**config.mk**
```make
export PLATFORM = sky130hd
export DESIGN_NAME = svlp_regs
export DESIGN_NICKNAME = d
export VERILOG_FILES = /design/src/svlp_regs.v
export VERILOG_INCLUDE_DIRS = /design/src
export SDC_FILE = /design/constraint.sdc
export NUM_CORES = 1
export LEC_CHECK = 0
export BUFFER_PORTS_ARGS = -buffer_cell sky130_fd_sc_hd__buf_2
export CAP_MARGIN = 30
export CORE_MARGIN = 2
export CORE_UTILIZATION = 58
export CTS_BUF_LIST = sky130_fd_sc_hd__clkbuf_16
export DETAILED_ROUTE_END_ITERATION = 7
export PLACE_DENSITY = 0.83
export RECOVER_POWER = 50
export SLEW_MARGIN = 10
export SYNTH_ARGS = -nofsm -noshare
export SYNTH_HDL_FRONTEND = slang
export SYNTH_SLANG_ARGS = --single-unit
```
**constraint.sdc**
```tcl
create_clock -name clk -period 4.57 [get_ports clk]
set_input_delay 1.1425 -clock clk [delete_from_list [all_inputs] [get_ports clk]]
set_output_delay 1.1425 -clock clk [all_outputs]
set_load 0.05 [all_outputs]
```
**src/svlp_map.vh**
```
// Control table offsets, field positions, reset values and timing for the servo limit block
`ifndef SVLP_MAP_VH
`define SVLP_MAP_VH

// Register offsets
`define SVLP_OFS_PROTOCOL 8'h0d
`define SVLP_OFS_HOME 8'h14
`define SVLP_OFS_MOTION 8'h18
`define SVLP_OFS_HEAT 8'h1f
`define SVLP_OFS_VMAX 8'h20
`define SVLP_OFS_VMIN 8'h22
`define SVLP_OFS_DUTY 8'h24
`define SVLP_OFS_SPEED 8'h2c
`define SVLP_OFS_AMAX 8'h30
`define SVLP_OFS_AMIN 8'h34
`define SVLP_OFS_MASK 8'h3f
`define SVLP_OFS_DRIVE 8'h40
`define SVLP_OFS_LAMP 8'h41
// Offsets below this one are nonvolatile configuration
`define SVLP_OFS_VOLATILE 8'h40

// Fault bit positions, shared by mask and flags
`define SVLP_BIT_VOLT 0
`define SVLP_BIT_HEAT 2
`define SVLP_BIT_ENC 3
`define SVLP_BIT_SHOCK 4
`define SVLP_BIT_LOAD 5
`define SVLP_BIT_HW 7
`define SVLP_MASK_USED 8'h3d

// Protocol codes and operating modes
`define SVLP_PROTO_V1 8'h01
`define SVLP_PROTO_V2 8'h02
`define SVLP_MODE_SINGLE 8'h03
`define SVLP_MODE_MULTI 8'h04

// Value ranges
`define SVLP_HOME_LIM 32'sd1044479
`define SVLP_HOME_SINGLE_LIM 32'sd1024
`define SVLP_SPEED_MAX 32'sd1023
`define SVLP_HEAT_MAX 32'sd100
`define SVLP_VOLT_MIN 32'sd60
`define SVLP_VOLT_MAX 32'sd140
`define SVLP_DUTY_MAX 32'sd885
`define SVLP_ANGLE_MAX 32'sd4095
`define SVLP_TURN_BITS 12

// Reset values
`define SVLP_RST_PROTOCOL 8'h02
`define SVLP_RST_HOME 32'h00000000
`define SVLP_RST_MOTION 32'h0000000a
`define SVLP_RST_HEAT 8'h50
`define SVLP_RST_VMAX 16'h008c
`define SVLP_RST_VMIN 16'h003c
`define SVLP_RST_DUTY 16'h0375
`define SVLP_RST_SPEED 32'h000003ff
`define SVLP_RST_AMAX 32'h00000fff
`define SVLP_RST_AMIN 32'h00000000
`define SVLP_RST_MASK 8'h34

// Timing
`define SVLP_CLK_MHZ 200
`define SVLP_ALARM_PERIOD_MS 1000
`define SVLP_FLICK_MS 100
`define SVLP_MS_CYC(ms) ((ms) * 1000 * `SVLP_CLK_MHZ)

`endif

```
**src/svlp_regs.v**
```verilog
// Servo configuration registers, fault protection and indicator lamp control
`include "svlp_map.vh"

module svlp_regs #(
    parameter ALARM_CYC = `SVLP_MS_CYC(`SVLP_ALARM_PERIOD_MS), // Shutdown blink period
    parameter FLICK_CYC = `SVLP_MS_CYC(`SVLP_FLICK_MS) // Boot/reset flicker half period
) (
    input wire clk, // 200 MHz clock
    input wire reset_n, // Async reset, active low
    input wire reg_wr, // Register write strobe
    input wire reg_rd, // Register read strobe
    input wire [7:0] reg_addr, // Register start offset
    input wire [31:0] reg_wdata, // Write value, low bits used
    output reg [31:0] reg_rdata, // Read value
    output reg reg_ack, // Access accepted pulse
    output reg reg_refused, // Access refused pulse
    input wire [7:0] op_mode, // Operating mode code
    input wire reverse_dir, // Reverse direction setting
    input wire signed [31:0] actual_position, // Sensed position, counts
    input wire signed [31:0] measured_speed, // Measured speed, 0.229 rpm units
    input wire [7:0] temperature, // Internal temperature, degrees
    input wire [15:0] supply_voltage, // Supply, 0.1 V units
    input wire overload_fault, // Persistent overload seen
    input wire shock_fault, // Electrical shock or low power
    input wire encoder_fault, // Encoder malfunction
    input wire reboot_cmd, // Reboot request pulse
    input wire factory_reset, // Factory reset pulse
    input wire boot_mode, // Boot mode level
    input wire duty_req, // Target duty request strobe
    input wire [15:0] duty_target, // Requested duty
    input wire speed_req, // Target speed request strobe
    input wire [31:0] speed_target, // Requested speed
    input wire angle_req, // Target angle request strobe
    input wire signed [31:0] angle_target, // Requested angle
    output reg signed [31:0] reported_position, // Position seen by host
    output reg moving, // In-motion flag
    output reg [7:0] fault_flags, // Current fault state
    output reg [7:0] status_error, // Error field for status replies
    output reg drive_enable, // Motor drive on
    output reg [15:0] duty_cmd, // Accepted duty, zero when off
    output reg [31:0] speed_cmd, // Accepted target speed
    output reg signed [31:0] angle_cmd, // Accepted target angle
    output reg target_refused, // Target request refused pulse
    output reg lamp // Indicator lamp drive
);

    ////////////////////////////////////////////////////////////////////////
    // Helpers

    // Signed inclusive range test shared by the write value checks and the angle and adjust windows
    function in_range;
        input signed [31:0] v;
        input signed [31:0] lo;
        input signed [31:0] hi;
        begin
            in_range = (v >= lo) && (v <= hi);
        end
    endfunction

    // Treat a 32-bit unsigned field as signed for range tests
    function signed [31:0] as_signed;
        input [31:0] v;
        begin
            as_signed = v;
        end
    endfunction

    ////////////////////////////////////////////////////////////////////////
    // Control table storage

    reg [7:0] protocol_select;
    reg signed [31:0] home_adjust;
    reg [31:0] motion_threshold;
    reg [7:0] heat_ceiling;
    reg [15:0] supply_upper_bound;
    reg [15:0] supply_lower_bound;
    reg [15:0] duty_ceiling;
    reg [31:0] speed_ceiling;
    reg [31:0] angle_upper_bound;
    reg [31:0] angle_lower_bound;
    reg [7:0] fault_cutoff_mask;
    reg drive_output_on;
    reg indicator_lamp;
    reg shutdown; // Latched until reboot
    reg drive_turned_on; // One-shot after enable write

    wire single_turn = (op_mode == `SVLP_MODE_SINGLE);
    wire signed [31:0] wval = reg_wdata;
    wire nonvolatile = (reg_addr < `SVLP_OFS_VOLATILE);
    wire wide_reg = (reg_addr == `SVLP_OFS_HOME) || (reg_addr == `SVLP_OFS_MOTION) ||
                    (reg_addr == `SVLP_OFS_SPEED) || (reg_addr == `SVLP_OFS_AMAX) ||
                    (reg_addr == `SVLP_OFS_AMIN);

    ////////////////////////////////////////////////////////////////////////
    // Access decode: mapped offset, protocol region and lock checks

    reg mapped;
    reg value_ok;
    always @* begin
        mapped = 1'b1;
        value_ok = 1'b1;
        case (reg_addr)
            `SVLP_OFS_PROTOCOL: value_ok = (reg_wdata[7:0] == `SVLP_PROTO_V1) ||
                                          (reg_wdata[7:0] == `SVLP_PROTO_V2);
            `SVLP_OFS_HOME: value_ok = in_range(wval, -`SVLP_HOME_LIM, `SVLP_HOME_LIM);
            `SVLP_OFS_MOTION: value_ok = in_range(wval, 32'sd0, `SVLP_SPEED_MAX);
            `SVLP_OFS_HEAT: value_ok = in_range(wval, 32'sd0, `SVLP_HEAT_MAX);
            `SVLP_OFS_VMAX,
            `SVLP_OFS_VMIN: value_ok = in_range(wval, `SVLP_VOLT_MIN, `SVLP_VOLT_MAX);
            `SVLP_OFS_DUTY: value_ok = in_range(wval, 32'sd0, `SVLP_DUTY_MAX);
            `SVLP_OFS_SPEED: value_ok = in_range(wval, 32'sd0, `SVLP_SPEED_MAX);
            `SVLP_OFS_AMAX,
            `SVLP_OFS_AMIN: value_ok = in_range(wval, 32'sd0, `SVLP_ANGLE_MAX);
            `SVLP_OFS_MASK: value_ok = (reg_wdata[31:8] == 24'h000000);
            `SVLP_OFS_DRIVE,
            `SVLP_OFS_LAMP: value_ok = (reg_wdata[31:1] == 31'h00000000);
            default: mapped = 1'b0;
        endcase
    end

    // Under version 1 the 32-bit fields are out of reach; the map itself never moves
    wire region_ok = !(protocol_select == `SVLP_PROTO_V1 && wide_reg);
    // Enabling drive freezes configuration; a refused write keeps the old value
    wire lock_ok = !(drive_output_on && nonvolatile);
    // After shutdown a write of 1 to the drive enable is refused
    wire drive_ok = !(reg_addr == `SVLP_OFS_DRIVE && reg_wdata[0] && shutdown);
    wire wr_take = reg_wr && mapped && region_ok && lock_ok && drive_ok && value_ok;
    wire rd_take = reg_rd && !reg_wr && mapped && region_ok;

    ////////////////////////////////////////////////////////////////////////
    // Fault detection, live each cycle

    reg [7:0] next_fault;
    always @* begin
        next_fault = 8'h00;
        next_fault[`SVLP_BIT_VOLT] = (supply_voltage > supply_upper_bound) ||
                                     (supply_voltage < supply_lower_bound);
        next_fault[`SVLP_BIT_HEAT] = (temperature > heat_ceiling);
        next_fault[`SVLP_BIT_ENC] = encoder_fault;
        next_fault[`SVLP_BIT_SHOCK] = shock_fault;
        next_fault[`SVLP_BIT_LOAD] = overload_fault;
        next_fault[`SVLP_BIT_HW] = |next_fault[6:0];
    end

    // Mask bit 0 is the voltage enable; fault bits line up with mask bits
    wire trip = |(next_fault[6:0] & fault_cutoff_mask[6:0]);

    ////////////////////////////////////////////////////////////////////////
    // Register writes, shutdown latch and reboot

    always @(posedge clk or negedge reset_n) begin
        if (!reset_n) begin
            protocol_select <= `SVLP_RST_PROTOCOL;
            home_adjust <= `SVLP_RST_HOME;
            motion_threshold <= `SVLP_RST_MOTION;
            heat_ceiling <= `SVLP_RST_HEAT;
            supply_upper_bound <= `SVLP_RST_VMAX;
            supply_lower_bound <= `SVLP_RST_VMIN;
            duty_ceiling <= `SVLP_RST_DUTY;
            speed_ceiling <= `SVLP_RST_SPEED;
            angle_upper_bound <= `SVLP_RST_AMAX;
            angle_lower_bound <= `SVLP_RST_AMIN;
            fault_cutoff_mask <= `SVLP_RST_MASK;
            drive_output_on <= 1'b0;
            indicator_lamp <= 1'b0;
            shutdown <= 1'b0;
            drive_turned_on <= 1'b0;
        end else begin
            drive_turned_on <= 1'b0;
            if (wr_take) begin
                case (reg_addr)
                    `SVLP_OFS_PROTOCOL: protocol_select <= reg_wdata[7:0];
                    `SVLP_OFS_HOME: home_adjust <= wval;
                    `SVLP_OFS_MOTION: motion_threshold <= reg_wdata;
                    `SVLP_OFS_HEAT: heat_ceiling <= reg_wdata[7:0];
                    `SVLP_OFS_VMAX: supply_upper_bound <= reg_wdata[15:0];
                    `SVLP_OFS_VMIN: supply_lower_bound <= reg_wdata[15:0];
                    `SVLP_OFS_DUTY: duty_ceiling <= reg_wdata[15:0];
                    `SVLP_OFS_SPEED: speed_ceiling <= reg_wdata;
                    `SVLP_OFS_AMAX: angle_upper_bound <= reg_wdata;
                    `SVLP_OFS_AMIN: angle_lower_bound <= reg_wdata;
                    `SVLP_OFS_MASK: fault_cutoff_mask <= reg_wdata[7:0] & `SVLP_MASK_USED;
                    `SVLP_OFS_DRIVE: begin
                        drive_output_on <= reg_wdata[0];
                        drive_turned_on <= reg_wdata[0] & ~drive_output_on;
                    end
                    `SVLP_OFS_LAMP: indicator_lamp <= reg_wdata[0];
                    default: ;
                endcase
            end
            // Trip wins over any write in the same cycle, so drive cannot slip back on
            if (trip) begin
                shutdown <= 1'b1;
                drive_output_on <= 1'b0;
                drive_turned_on <= 1'b0;
            end else if (reboot_cmd) begin
                shutdown <= 1'b0;
                drive_output_on <= 1'b0;
            end
        end
    end

    ////////////////////////////////////////////////////////////////////////
    // Register read port and access answers

    reg [31:0] rd_mux;
    always @* begin
        case (reg_addr)
            `SVLP_OFS_PROTOCOL: rd_mux = {24'h000000, protocol_select};
            `SVLP_OFS_HOME: rd_mux = home_adjust;
            `SVLP_OFS_MOTION: rd_mux = motion_threshold;
            `SVLP_OFS_HEAT: rd_mux = {24'h000000, heat_ceiling};
            `SVLP_OFS_VMAX: rd_mux = {16'h0000, supply_upper_bound};
            `SVLP_OFS_VMIN: rd_mux = {16'h0000, supply_lower_bound};
            `SVLP_OFS_DUTY: rd_mux = {16'h0000, duty_ceiling};
            `SVLP_OFS_SPEED: rd_mux = speed_ceiling;
            `SVLP_OFS_AMAX: rd_mux = angle_upper_bound;
            `SVLP_OFS_AMIN: rd_mux = angle_lower_bound;
            `SVLP_OFS_MASK: rd_mux = {24'h000000, fault_cutoff_mask};
            `SVLP_OFS_DRIVE: rd_mux = {31'h00000000, drive_output_on};
            `SVLP_OFS_LAMP: rd_mux = {31'h00000000, indicator_lamp};
            default: rd_mux = 32'h00000000;
        endcase
    end

    always @(posedge clk or negedge reset_n) begin
        if (!reset_n) begin
            reg_rdata <= 32'h00000000;
            reg_ack <= 1'b0;
            reg_refused <= 1'b0;
        end else begin
            reg_ack <= wr_take || rd_take;
            reg_refused <= (reg_wr && !wr_take) || (reg_rd && !reg_wr && !rd_take);
            if (rd_take) begin
                reg_rdata <= rd_mux;
            end
        end
    end

    ////////////////////////////////////////////////////////////////////////
    // Position, motion and fault reporting

    // Out-of-window adjust is dropped in single-turn mode; sign never follows direction
    wire adj_valid = !single_turn ||
                     in_range(home_adjust, -`SVLP_HOME_SINGLE_LIM, `SVLP_HOME_SINGLE_LIM);
    wire signed [31:0] adj_used = adj_valid ? home_adjust : 32'sd0;
    wire signed [31:0] speed_abs = measured_speed[31] ? -measured_speed : measured_speed;
    reg turn_wrap; // Report within one rotation after drive-on in single-turn mode
    wire signed [31:0] pos_base = turn_wrap ?
        {{(32 - `SVLP_TURN_BITS){1'b0}}, actual_position[`SVLP_TURN_BITS-1:0]} : actual_position;

    always @(posedge clk or negedge reset_n) begin
        if (!reset_n) begin
            turn_wrap <= 1'b0;
            reported_position <= 32'sd0;
            moving <= 1'b0;
            fault_flags <= 8'h00;
            status_error <= 8'h00;
            drive_enable <= 1'b0;
        end else begin
            if (drive_turned_on) begin
                turn_wrap <= single_turn;
            end else if (!drive_output_on) begin
                turn_wrap <= 1'b0;
            end
            reported_position <= pos_base + adj_used;
            moving <= (speed_abs > as_signed(motion_threshold));
            fault_flags <= {next_fault[7] | shutdown, next_fault[6:0]};
            status_error <= {(shutdown | trip), 7'h00};
            drive_enable <= drive_output_on && !trip && !shutdown;
        end
    end

    ////////////////////////////////////////////////////////////////////////
    // Target requests checked against the ceilings

    wire angle_in = in_range(angle_target, as_signed(angle_lower_bound),
                             as_signed(angle_upper_bound));
    always @(posedge clk or negedge reset_n) begin
        if (!reset_n) begin
            duty_cmd <= 16'h0000;
            speed_cmd <= 32'h00000000;
            angle_cmd <= 32'sd0;
            target_refused <= 1'b0;
        end else begin
            target_refused <= (duty_req && (duty_target > duty_ceiling)) ||
                              (speed_req && (speed_target > speed_ceiling)) ||
                              (angle_req && single_turn && !angle_in);
            if (!drive_output_on || trip || shutdown) begin
                duty_cmd <= 16'h0000;
            end else if (duty_req && duty_target <= duty_ceiling) begin
                duty_cmd <= duty_target;
            end else if (duty_cmd > duty_ceiling) begin
                duty_cmd <= duty_ceiling;
            end
            if (speed_req && speed_target <= speed_ceiling) begin
                speed_cmd <= speed_target;
            end
            // The host is expected to stay inside the bounds; the check guards it in single-turn mode only
            if (angle_req && (!single_turn || angle_in)) begin
                angle_cmd <= angle_target;
            end
        end
    end

    ////////////////////////////////////////////////////////////////////////
    // Indicator lamp patterns

    // Flicker sequences: one on boot, four on factory reset
    reg [2:0] flick_left;
    reg flick_phase;
    reg [31:0] flick_timer;
    reg [31:0] alarm_timer;
    wire flick_end = (flick_timer == FLICK_CYC - 1);
    always @(posedge clk or negedge reset_n) begin
        if (!reset_n) begin
            flick_left <= 3'd1;
            flick_phase <= 1'b1;
            flick_timer <= 32'h00000000;
        end else if (factory_reset) begin
            flick_left <= 3'd4;
            flick_phase <= 1'b1;
            flick_timer <= 32'h00000000;
        end else if (flick_left != 3'd0) begin
            flick_timer <= flick_end ? 32'h00000000 : flick_timer + 32'h00000001;
            if (flick_end) begin
                flick_phase <= ~flick_phase;
                if (!flick_phase) begin
                    flick_left <= flick_left - 3'd1;
                end
            end
        end
    end

    // Alarm blink runs one period per second, lit for the first half
    always @(posedge clk or negedge reset_n) begin
        if (!reset_n) begin
            alarm_timer <= 32'h00000000;
        end else if (!shutdown || alarm_timer == ALARM_CYC - 1) begin
            alarm_timer <= 32'h00000000;
        end else begin
            alarm_timer <= alarm_timer + 32'h00000001;
        end
    end

    // Boot mode holds the lamp on; otherwise sequences, alarm, then the register
    always @(posedge clk or negedge reset_n) begin
        if (!reset_n) begin
            lamp <= 1'b0;
        end else if (boot_mode) begin
            lamp <= 1'b1;
        end else if (flick_left != 3'd0) begin
            lamp <= flick_phase;
        end else if (shutdown) begin
            lamp <= (alarm_timer < ALARM_CYC / 2);
        end else begin
            lamp <= indicator_lamp;
        end
    end

endmodule // svlp_regs

```
==> results.toml, run 1 <==
[status]
outcome = "complete, but fails checks"
violated_checks = "max-capacitance violations, max-slew violations, negative setup slack"

[clock_network]
cts_sinks = 459
number_of_buffers_added_by_the_clock_tree_synthesis_step = 50
cts_tree = "done"
cts_root_buffer = "clkbuf_16"
clock_insertion_delay_worst_skew_ns = 0.60
clkSlewWorstSetupHoldPaths_ns = 0.06
cts_htree_levels = 2
cts_max_path_buffers = 3

[die]
die_width_um = 220
initial_utilization = 0.585
design.die.area_mm2 = 0.0484
num_rows = 79
die_y_um = 220
boundary_pin_count = 396
coreArea_mm2 = 0.0463

[sta]
worst-slew-pin-transition_ns = 3.39
unrepaired_setup_endpoints_after_global_routing = "yes"
fin_ws_ns = -0.0542
period_needed_ns = 4.62
maxSlewViolCount = 71
hold-worst-slack_ns = 0.451
report.final.setup_viol = 1
clock_skew_ns = 0.0235
achievable-frequency_mhz = 216
layout_worst_path_cycle_share = 1.01
fin_hold_viols = 0
maxSlewHeadroom = -1.26

[setup_path]
critical_path.max_fanout = 20
crit_path_end_kind = "register"
worst_setup_path_start_kind = "primary input"
cp_arrival_ns = 5.15
worst-setup-path-type = "in -> reg"
critPathRequiredTime_ns = 5.09

[routing]
drtAntennaViolNets = 0
post_drt_wl_per_cell_um = 22.7
initialDrtViolationCount = 2090
routed_wl_um = 85000
firstDrtPassIters = 8
routed-via-count = 23500
drcViolationCount = 0
vias_per_cell = 6.29

[yosys]
synth_fa_ha_area_frac = 0.109
synth-compound-area-share = 0.163
synth.avg_cell_area_um2 = 10.3
post_synth_instance_area_mm2 = 0.0270
synth_top_cells_by_area = "dfrtp_1 38%, ha_1 11%, mux2_2 5.7%"
synth_area_leader_cell = "dfrtp_1"
synth_top_family_by_area = "compound AO/OA/AOI/OAI gates"
share_of_the_synthesized_netlist_area_taken_by_xor_and_xnor_gates = 0.0308
synth_simple_gate_area_share = 0.129
yosys_warnings = 0
post_synth_edffs = 0
synth.yosys.seq_area_share = 0.427
synth_cell_type_count = 94
yosys_register_bits = 459
yosysTopAreaCellShare = 0.382
postSynth.asyncResetShare = 1.00
synthCells = 2636
most_instantiated_flip_flop_cell_in_the_synthesis_netlist = "dfrtp_1"
muxShareOfSynthArea = 0.0895

[power]
power.leakage_nw = 16.0
highest_ir_drop_seen_on_vdd_uv = 339
fin_total_pwr_mw = 9.70
power_switching_share = 0.277
power_density_mw_per_mm2 = 302
p_seq_frac = 0.437
share_clk_of_total_power = 0.428
p_int_mw = 7.02
pwr-share-comb = 0.135
power_switching_mw = 2.69

[grt]
track_usage = 0.349
grt_overflow = 0
grt_first_pass_wirelength_um = 130000
via_count_of_the_first_global_routing_pass = 24000
maximum_number_of_pins_on_one_net_before_global_route_repair = 121
grt_antenna_before_repair = 7

[placed_design]
routabilityCongestion = 0.972
dp_slack_ns = -0.575
dpl.hpwl_um = 64700
portBuffers = 385
dp.cells = 3634

[cells_and_area]
nets = 3548
area_growth_pct = 18.9
post_route_non_filler_standard_cell_count = 3738
finish.utilization = 0.695
layout_commonest_cell = "dfrtp_1"
mostFrequentLayoutCells = "413 x dfrtp_1, 378 x buf_2, 235 x ha_1, 220 x inv_1, 136 x mux2_2"
layout-drive-gt1-share = 0.271

[worst_hold_path]
holdCritPathClass = "reg -> reg"

[flow_run]
drv_cap = 1
==> path summary, 6_finish.rpt <==
kind                                            start                              end  slack, ns  cells after the start
min reg2reg                 drive_turned_on$_DFF_PN0_            turn_wrap$_DFFE_PN0P_       0.45                      1
max reg2reg                home_adjust[3]$_DFFE_PN0P_  reported_position[19]$_DFF_PN0_       0.15                     15
min in group asynchronous                     reset_n        alarm_timer[15]$_DFF_PN0_       1.73                      1
max                                        op_mode[5]  reported_position[28]$_DFF_PN0_      -0.05                     17
min                         drive_turned_on$_DFF_PN0_            turn_wrap$_DFFE_PN0P_       0.45                      1
max in group asynchronous                     reset_n          duty_cmd[4]$_DFFE_PN0P_       0.69                      2
==> per-stage QoR <==
step	area [µm²]	TNS [ns]
4_1_cts	32000	0
3_3_place_gp	30300	-1.68
5_1_grt	32100	-0.327
3_5_place_dp	30300	-2.52
2_1_floorplan	27100	-0.517
6_report	32100	-0.0542
==> cells by family after synthesis <==
| logic type | count (synthesis) |
|---|---|
| other | 1 |
| and+or+nand+nor | 637 |
| buffers and inverters | 343 |
| AOI/OAI and AO/OA | 653 |
| DFF | 459 |
| muxes | 212 |
| adders and majority gates | 236 |
| xor gates and xnor gates | 95 |
==> power groups by stage <==
stage,Combinational [mW],Sequential [mW],Clock [mW]
floorplan,0.477,4.59,0
global placement,1.25,4.30,0
detailed placement,1.29,4.31,0
CTS,1.30,4.24,4.19
global route,1.41,4.25,4.34
finish,1.31,4.24,4.15
==> synth_stat cells, types with 11 or more instances <==
cell type	n
a222oi_1	27
a221oi_1	14
nand2_1	111
mux2_4	19
nor3_1	23
xor2_1	37
and3_1	32
mux2i_1	31
nor2b_1	78
buf_1	15
o211ai_1	12
xnor2_1	58
dfrtp_1	413
a21oi_1	115
o21ai_0	108
or4_1	13
nand3_1	49
nand4_1	62
o31ai_1	12
a31oi_1	106
a21o_1	95
or3_1	18
mux2_2	136
dfstp_2	46
ha_1	235
o21a_1	17
inv_1	211
a211oi_1	34
nor4_1	32
clkbuf_1	86
nand2b_1	14
buf_2	11
buf_4	16
mux2_1	26
nor2_1	134
a22oi_1	42
and2_1	14
==> what timing repair did <==
action                                  CTS  global route
endpoints found under the setup margin    2             5
gates resized for setup                   2            20
pin swaps                                 0             3
setup buffers                             0             2
hold buffers                              0             0
==> critical path: stages <==
cell      delay (ns)
buf_2           0.11
nor4_1          0.42
nand4_1         0.21
a41oi_2         0.25
a21boi_4        0.23
buf_12          0.17
nor2b_1         0.06
ha_1            0.24
fa_2            0.38
a211oi_2        0.28
o211ai_1        0.17
nand3_1         0.13
a21oi_2         0.10
o31ai_4         0.32
a311oi_2        0.17
or4b_2          0.64
nand3_1         0.12
==> sequential cells by signal, summed over array words and instances (netlist names), 32 cells and up <==
register	count
motion_threshold	32
angle_cmd	32
flick_timer	32
angle_upper_bound	32
speed_cmd	32
alarm_timer	32
reported_position	32
reg_rdata	32
speed_ceiling	32
home_adjust	32
angle_lower_bound	32
==> layer usage <==
metal / global-route usage / part of all wire / vias to the layer above
li1: - / - / 10500
met1: 0.431 / 0.39 / 11500
met2: 0.574 / 0.47 / 1130
met3: 0.0679 / 0.081 / 290
met4: 0.193 / 0.058 / 6
met5: 0 / 0.00047 / -
==> layout make-up <==
| cell class | count | area, µm² |
|---|---|---|
| diodes | 8 | 20.0 |
| inverters | 212 | 796 |
| clock inverters | 42 | 383 |
| flip-flops and latches | 459 | 11500 |
| fillers | 3434 | 14100 |
| multi-input cells | 1842 | 14300 |
| well taps | 607 | 759 |
| repair buffers | 517 | 3040 |
| clock buffers | 51 | 1280 |
No activity file was read; power rests on OpenSTA's default activity.
==> run 2: changes to the inputs <==
--- a/config.mk
+++ b/config.mk
@@ -6,7 +6,7 @@
 export SDC_FILE = /design/constraint.sdc
 export NUM_CORES = 1
 export LEC_CHECK = 0
-export BUFFER_PORTS_ARGS = -buffer_cell sky130_fd_sc_hd__buf_2
+export BUFFER_PORTS_ARGS = -buffer_cell sky130_fd_sc_hd__buf_4
 export CAP_MARGIN = 30
 export CORE_MARGIN = 2
 export CORE_UTILIZATION = 58
==> run 2 against run 1 <==
Compared with the run above: the flow finishes with violations (design-rule violations, max-capacitance violations, max-slew violations, negative setup slack); clock power is essentially flat; hold slack gained 0.00065 ns; largest power group unchanged; cell count is essentially flat; largest cell class unchanged; combinational power grew 5%.
==> results.toml, run 2 (synthesis results as in run 1) <==
[die]
die_width_um = 220
design.die.area_mm2 = 0.0484
boundary_pin_count = 396
coreArea_mm2 = 0.0463
num_rows = 79
die_y_um = 220
initial_utilization = 0.585

[setup_path]
worst_setup_path_start_kind = "primary input"
critical-path-top-cell-by-count = "or4_4"
timing.critical_path.slowest_cell_delay_ns = 0.53
crit_path_end_kind = "register"
worst-setup-path-type = "in -> reg"
worst_path_max_delay_cell = "or4_4"
cp_arrival_ns = 5.11
crit_path_cell_trace = "buf_6 > or4_4 > or4_4 > or2_1 > or4_4 > or4_4 > o41ai_4 > xnor2_1 > ha_1 > a21o_1 > a21o_1 > a21o_1 > a21oi_1 > nor2b_1 > o21ai_1 > and3_1 > a21oi_2"
critPathRequiredTime_ns = 5.07
critical_path.max_fanout = 3

[sta]
clock_skew_ns = 0.0406
fin_ws_ns = -0.0434
period_needed_ns = 4.61
maxSlewViolCount = 259
fin_hold_viols = 0
layout_worst_path_cycle_share = 1.01
unrepaired_setup_endpoints_after_global_routing = "yes"
achievable-frequency_mhz = 217
setup-tns-final_ns = -0.0434
worst-slew-pin-transition_ns = 2.11
report.final.setup_viol = 1
maxSlewHeadroom = -0.410

[clock_network]
cts_htree_levels = 2
clkSlewWorstSetupHoldPaths_ns = 0.06
cts_max_path_buffers = 3
clock_insertion_delay_worst_skew_ns = 0.62
cts_root_buffer = "clkbuf_16"
cts_sinks = 459
number_of_buffers_added_by_the_clock_tree_synthesis_step = 50
cts_tree = "done"

[routing]
drcViolationCount = 7
firstDrtPassIters = 8
post_drt_wl_per_cell_um = 23.3
initialDrtViolationCount = 2306
dr_wl_met2_um = 41100
met3_routed_wirelength_um = 7380
routed-via-count = 23500
routed_wl_um = 87200
drt-met1-wl_um = 34100
drtAntennaViolNets = 0
top_layer_used = "met5"
vias_per_cell = 6.30

[power]
power_density_mw_per_mm2 = 297
share_clk_of_total_power = 0.423
power.leakage_nw = 16.1
power_switching_share = 0.277
p_int_mw = 7.05
p_seq_frac = 0.436
highest_ir_drop_seen_on_vdd_uv = 357
pwr-share-comb = 0.141
power_switching_mw = 2.70

[grt]
track_usage = 0.358
grt_overflow = 0
maximum_number_of_pins_on_one_net_before_global_route_repair = 107
via_count_of_the_first_global_routing_pass = 23600
grt_antenna_before_repair = 1
grt_first_pass_wirelength_um = 133000

[cells_and_area]
total_inserted_antenna_cells = 0
nets = 3555
design_area_mm2 = 0.0328
layout_commonest_cell = "buf_4"
filler_cell_count = 3462
mostFrequentLayoutCells = "437 x buf_4, 413 x dfrtp_1, 235 x ha_1, 227 x inv_1, 136 x mux2_2"
finish.utilization = 0.709
multi_input_area_mm2 = 0.0143
post_route_non_filler_standard_cell_count = 3737
sequential_cell_area_mm2 = 0.0115
layout-drive-gt1-share = 0.247
area_growth_pct = 21.2

[placed_design]
routabilityCongestion = 0.958
portBuffers = 385
dp_slack_ns = -0.613
placement.cell_area_mm2 = 0.0313
dp.cells = 3640
dpl.hpwl_um = 66100

[status]
violated_checks = "design-rule violations, max-capacitance violations, max-slew violations, negative setup slack"
outcome = "complete, but fails checks"

[flow_run]
drv_cap = 4

[worst_hold_path]
holdCritPathClass = "reg -> reg"
-- run 2: cell types whose count changed in the layout (fill, tap and decap cells not counted), sizes merged --
cell          change
buf              -65
bufinv            -1
clkbuf           +74
clkinv            -1
clkinvlp          -3
diode             -8
dlymetal6s2s      -1
inv               +4
-- run 2: final cells by class --
type                       count  share of cell area
inverter                     212              0.0243
timing repair buffer         524               0.114
multi-input combinational   1842               0.436
sequential                   459               0.352
clock buffer                  52              0.0397
clock inverter                41              0.0108
tap                          607              0.0232
-- run 2: power by group through the flow --
stage	combinational (mW)	clock [mW]	sequential [mW]
after floorplan	0.477	0	4.59
after detailed placement	1.40	0	4.31
final	1.38	4.12	4.25
after CTS	1.41	4.15	4.24
after global placement	1.36	0	4.31
after global routing	1.48	4.32	4.25
-- run 2: stage by stage --
step / power (mW) / hold WS, ns
final: 9.75 / 0.452
after global routing: 10.1 / 0.472
after CTS: 9.80 / 0.453
after detailed placement: 5.71 / 0.443
after global placement: 5.67 / 0.435
after floorplan: 5.07 / 0.424
-- run 2: path summary, 6_finish.rpt --
check / endpoint / from / slack, ns / cells after the start
max: moving$_DFF_PN0_ / measured_speed[11] / -0.04 / 17
max in group asynchronous: reported_position[19]$_DFF_PN0_ / reset_n / 0.65 / 2
min: alarm_timer[0]$_DFF_PN0_ / alarm_timer[0]$_DFF_PN0_ / 0.45 / 1
min reg2reg: alarm_timer[0]$_DFF_PN0_ / alarm_timer[0]$_DFF_PN0_ / 0.45 / 1
min in group asynchronous: alarm_timer[17]$_DFF_PN0_ / reset_n / 1.12 / 1
max reg2reg: reported_position[28]$_DFF_PN0_ / home_adjust[17]$_DFFE_PN0P_ / 0.14 / 16
-- run 2: routing by layer --
layer	vias to the layer above	GRT usage
met5	-	0
met4	2	0.175
met3	269	0.0723
met2	1163	0.584
met1	11600	0.456
li1	10600	-
-- run 2: timing repair --
| action | in CTS | in global routing |
|---|---|---|
| endpoints found under the hold margin | 0 | 0 |
| hold buffers | 0 | 0 |
| setup endpoints to repair | 0 | 5 |
| buffers inserted | 0 | 3 |
| gates resized for setup | 0 | 16 |
-- run 2: worst max-delay path: cells and delay by family --
kind | cells | cell delay (ns)
AOI/OAI and AO/OA | 7 | 1.10
xor gates and xnor gates | 1 | 0.12
adders and majority gates | 1 | 0.32
buffers and inverters | 1 | 0.09
and+or+nand+nor | 7 | 2.35
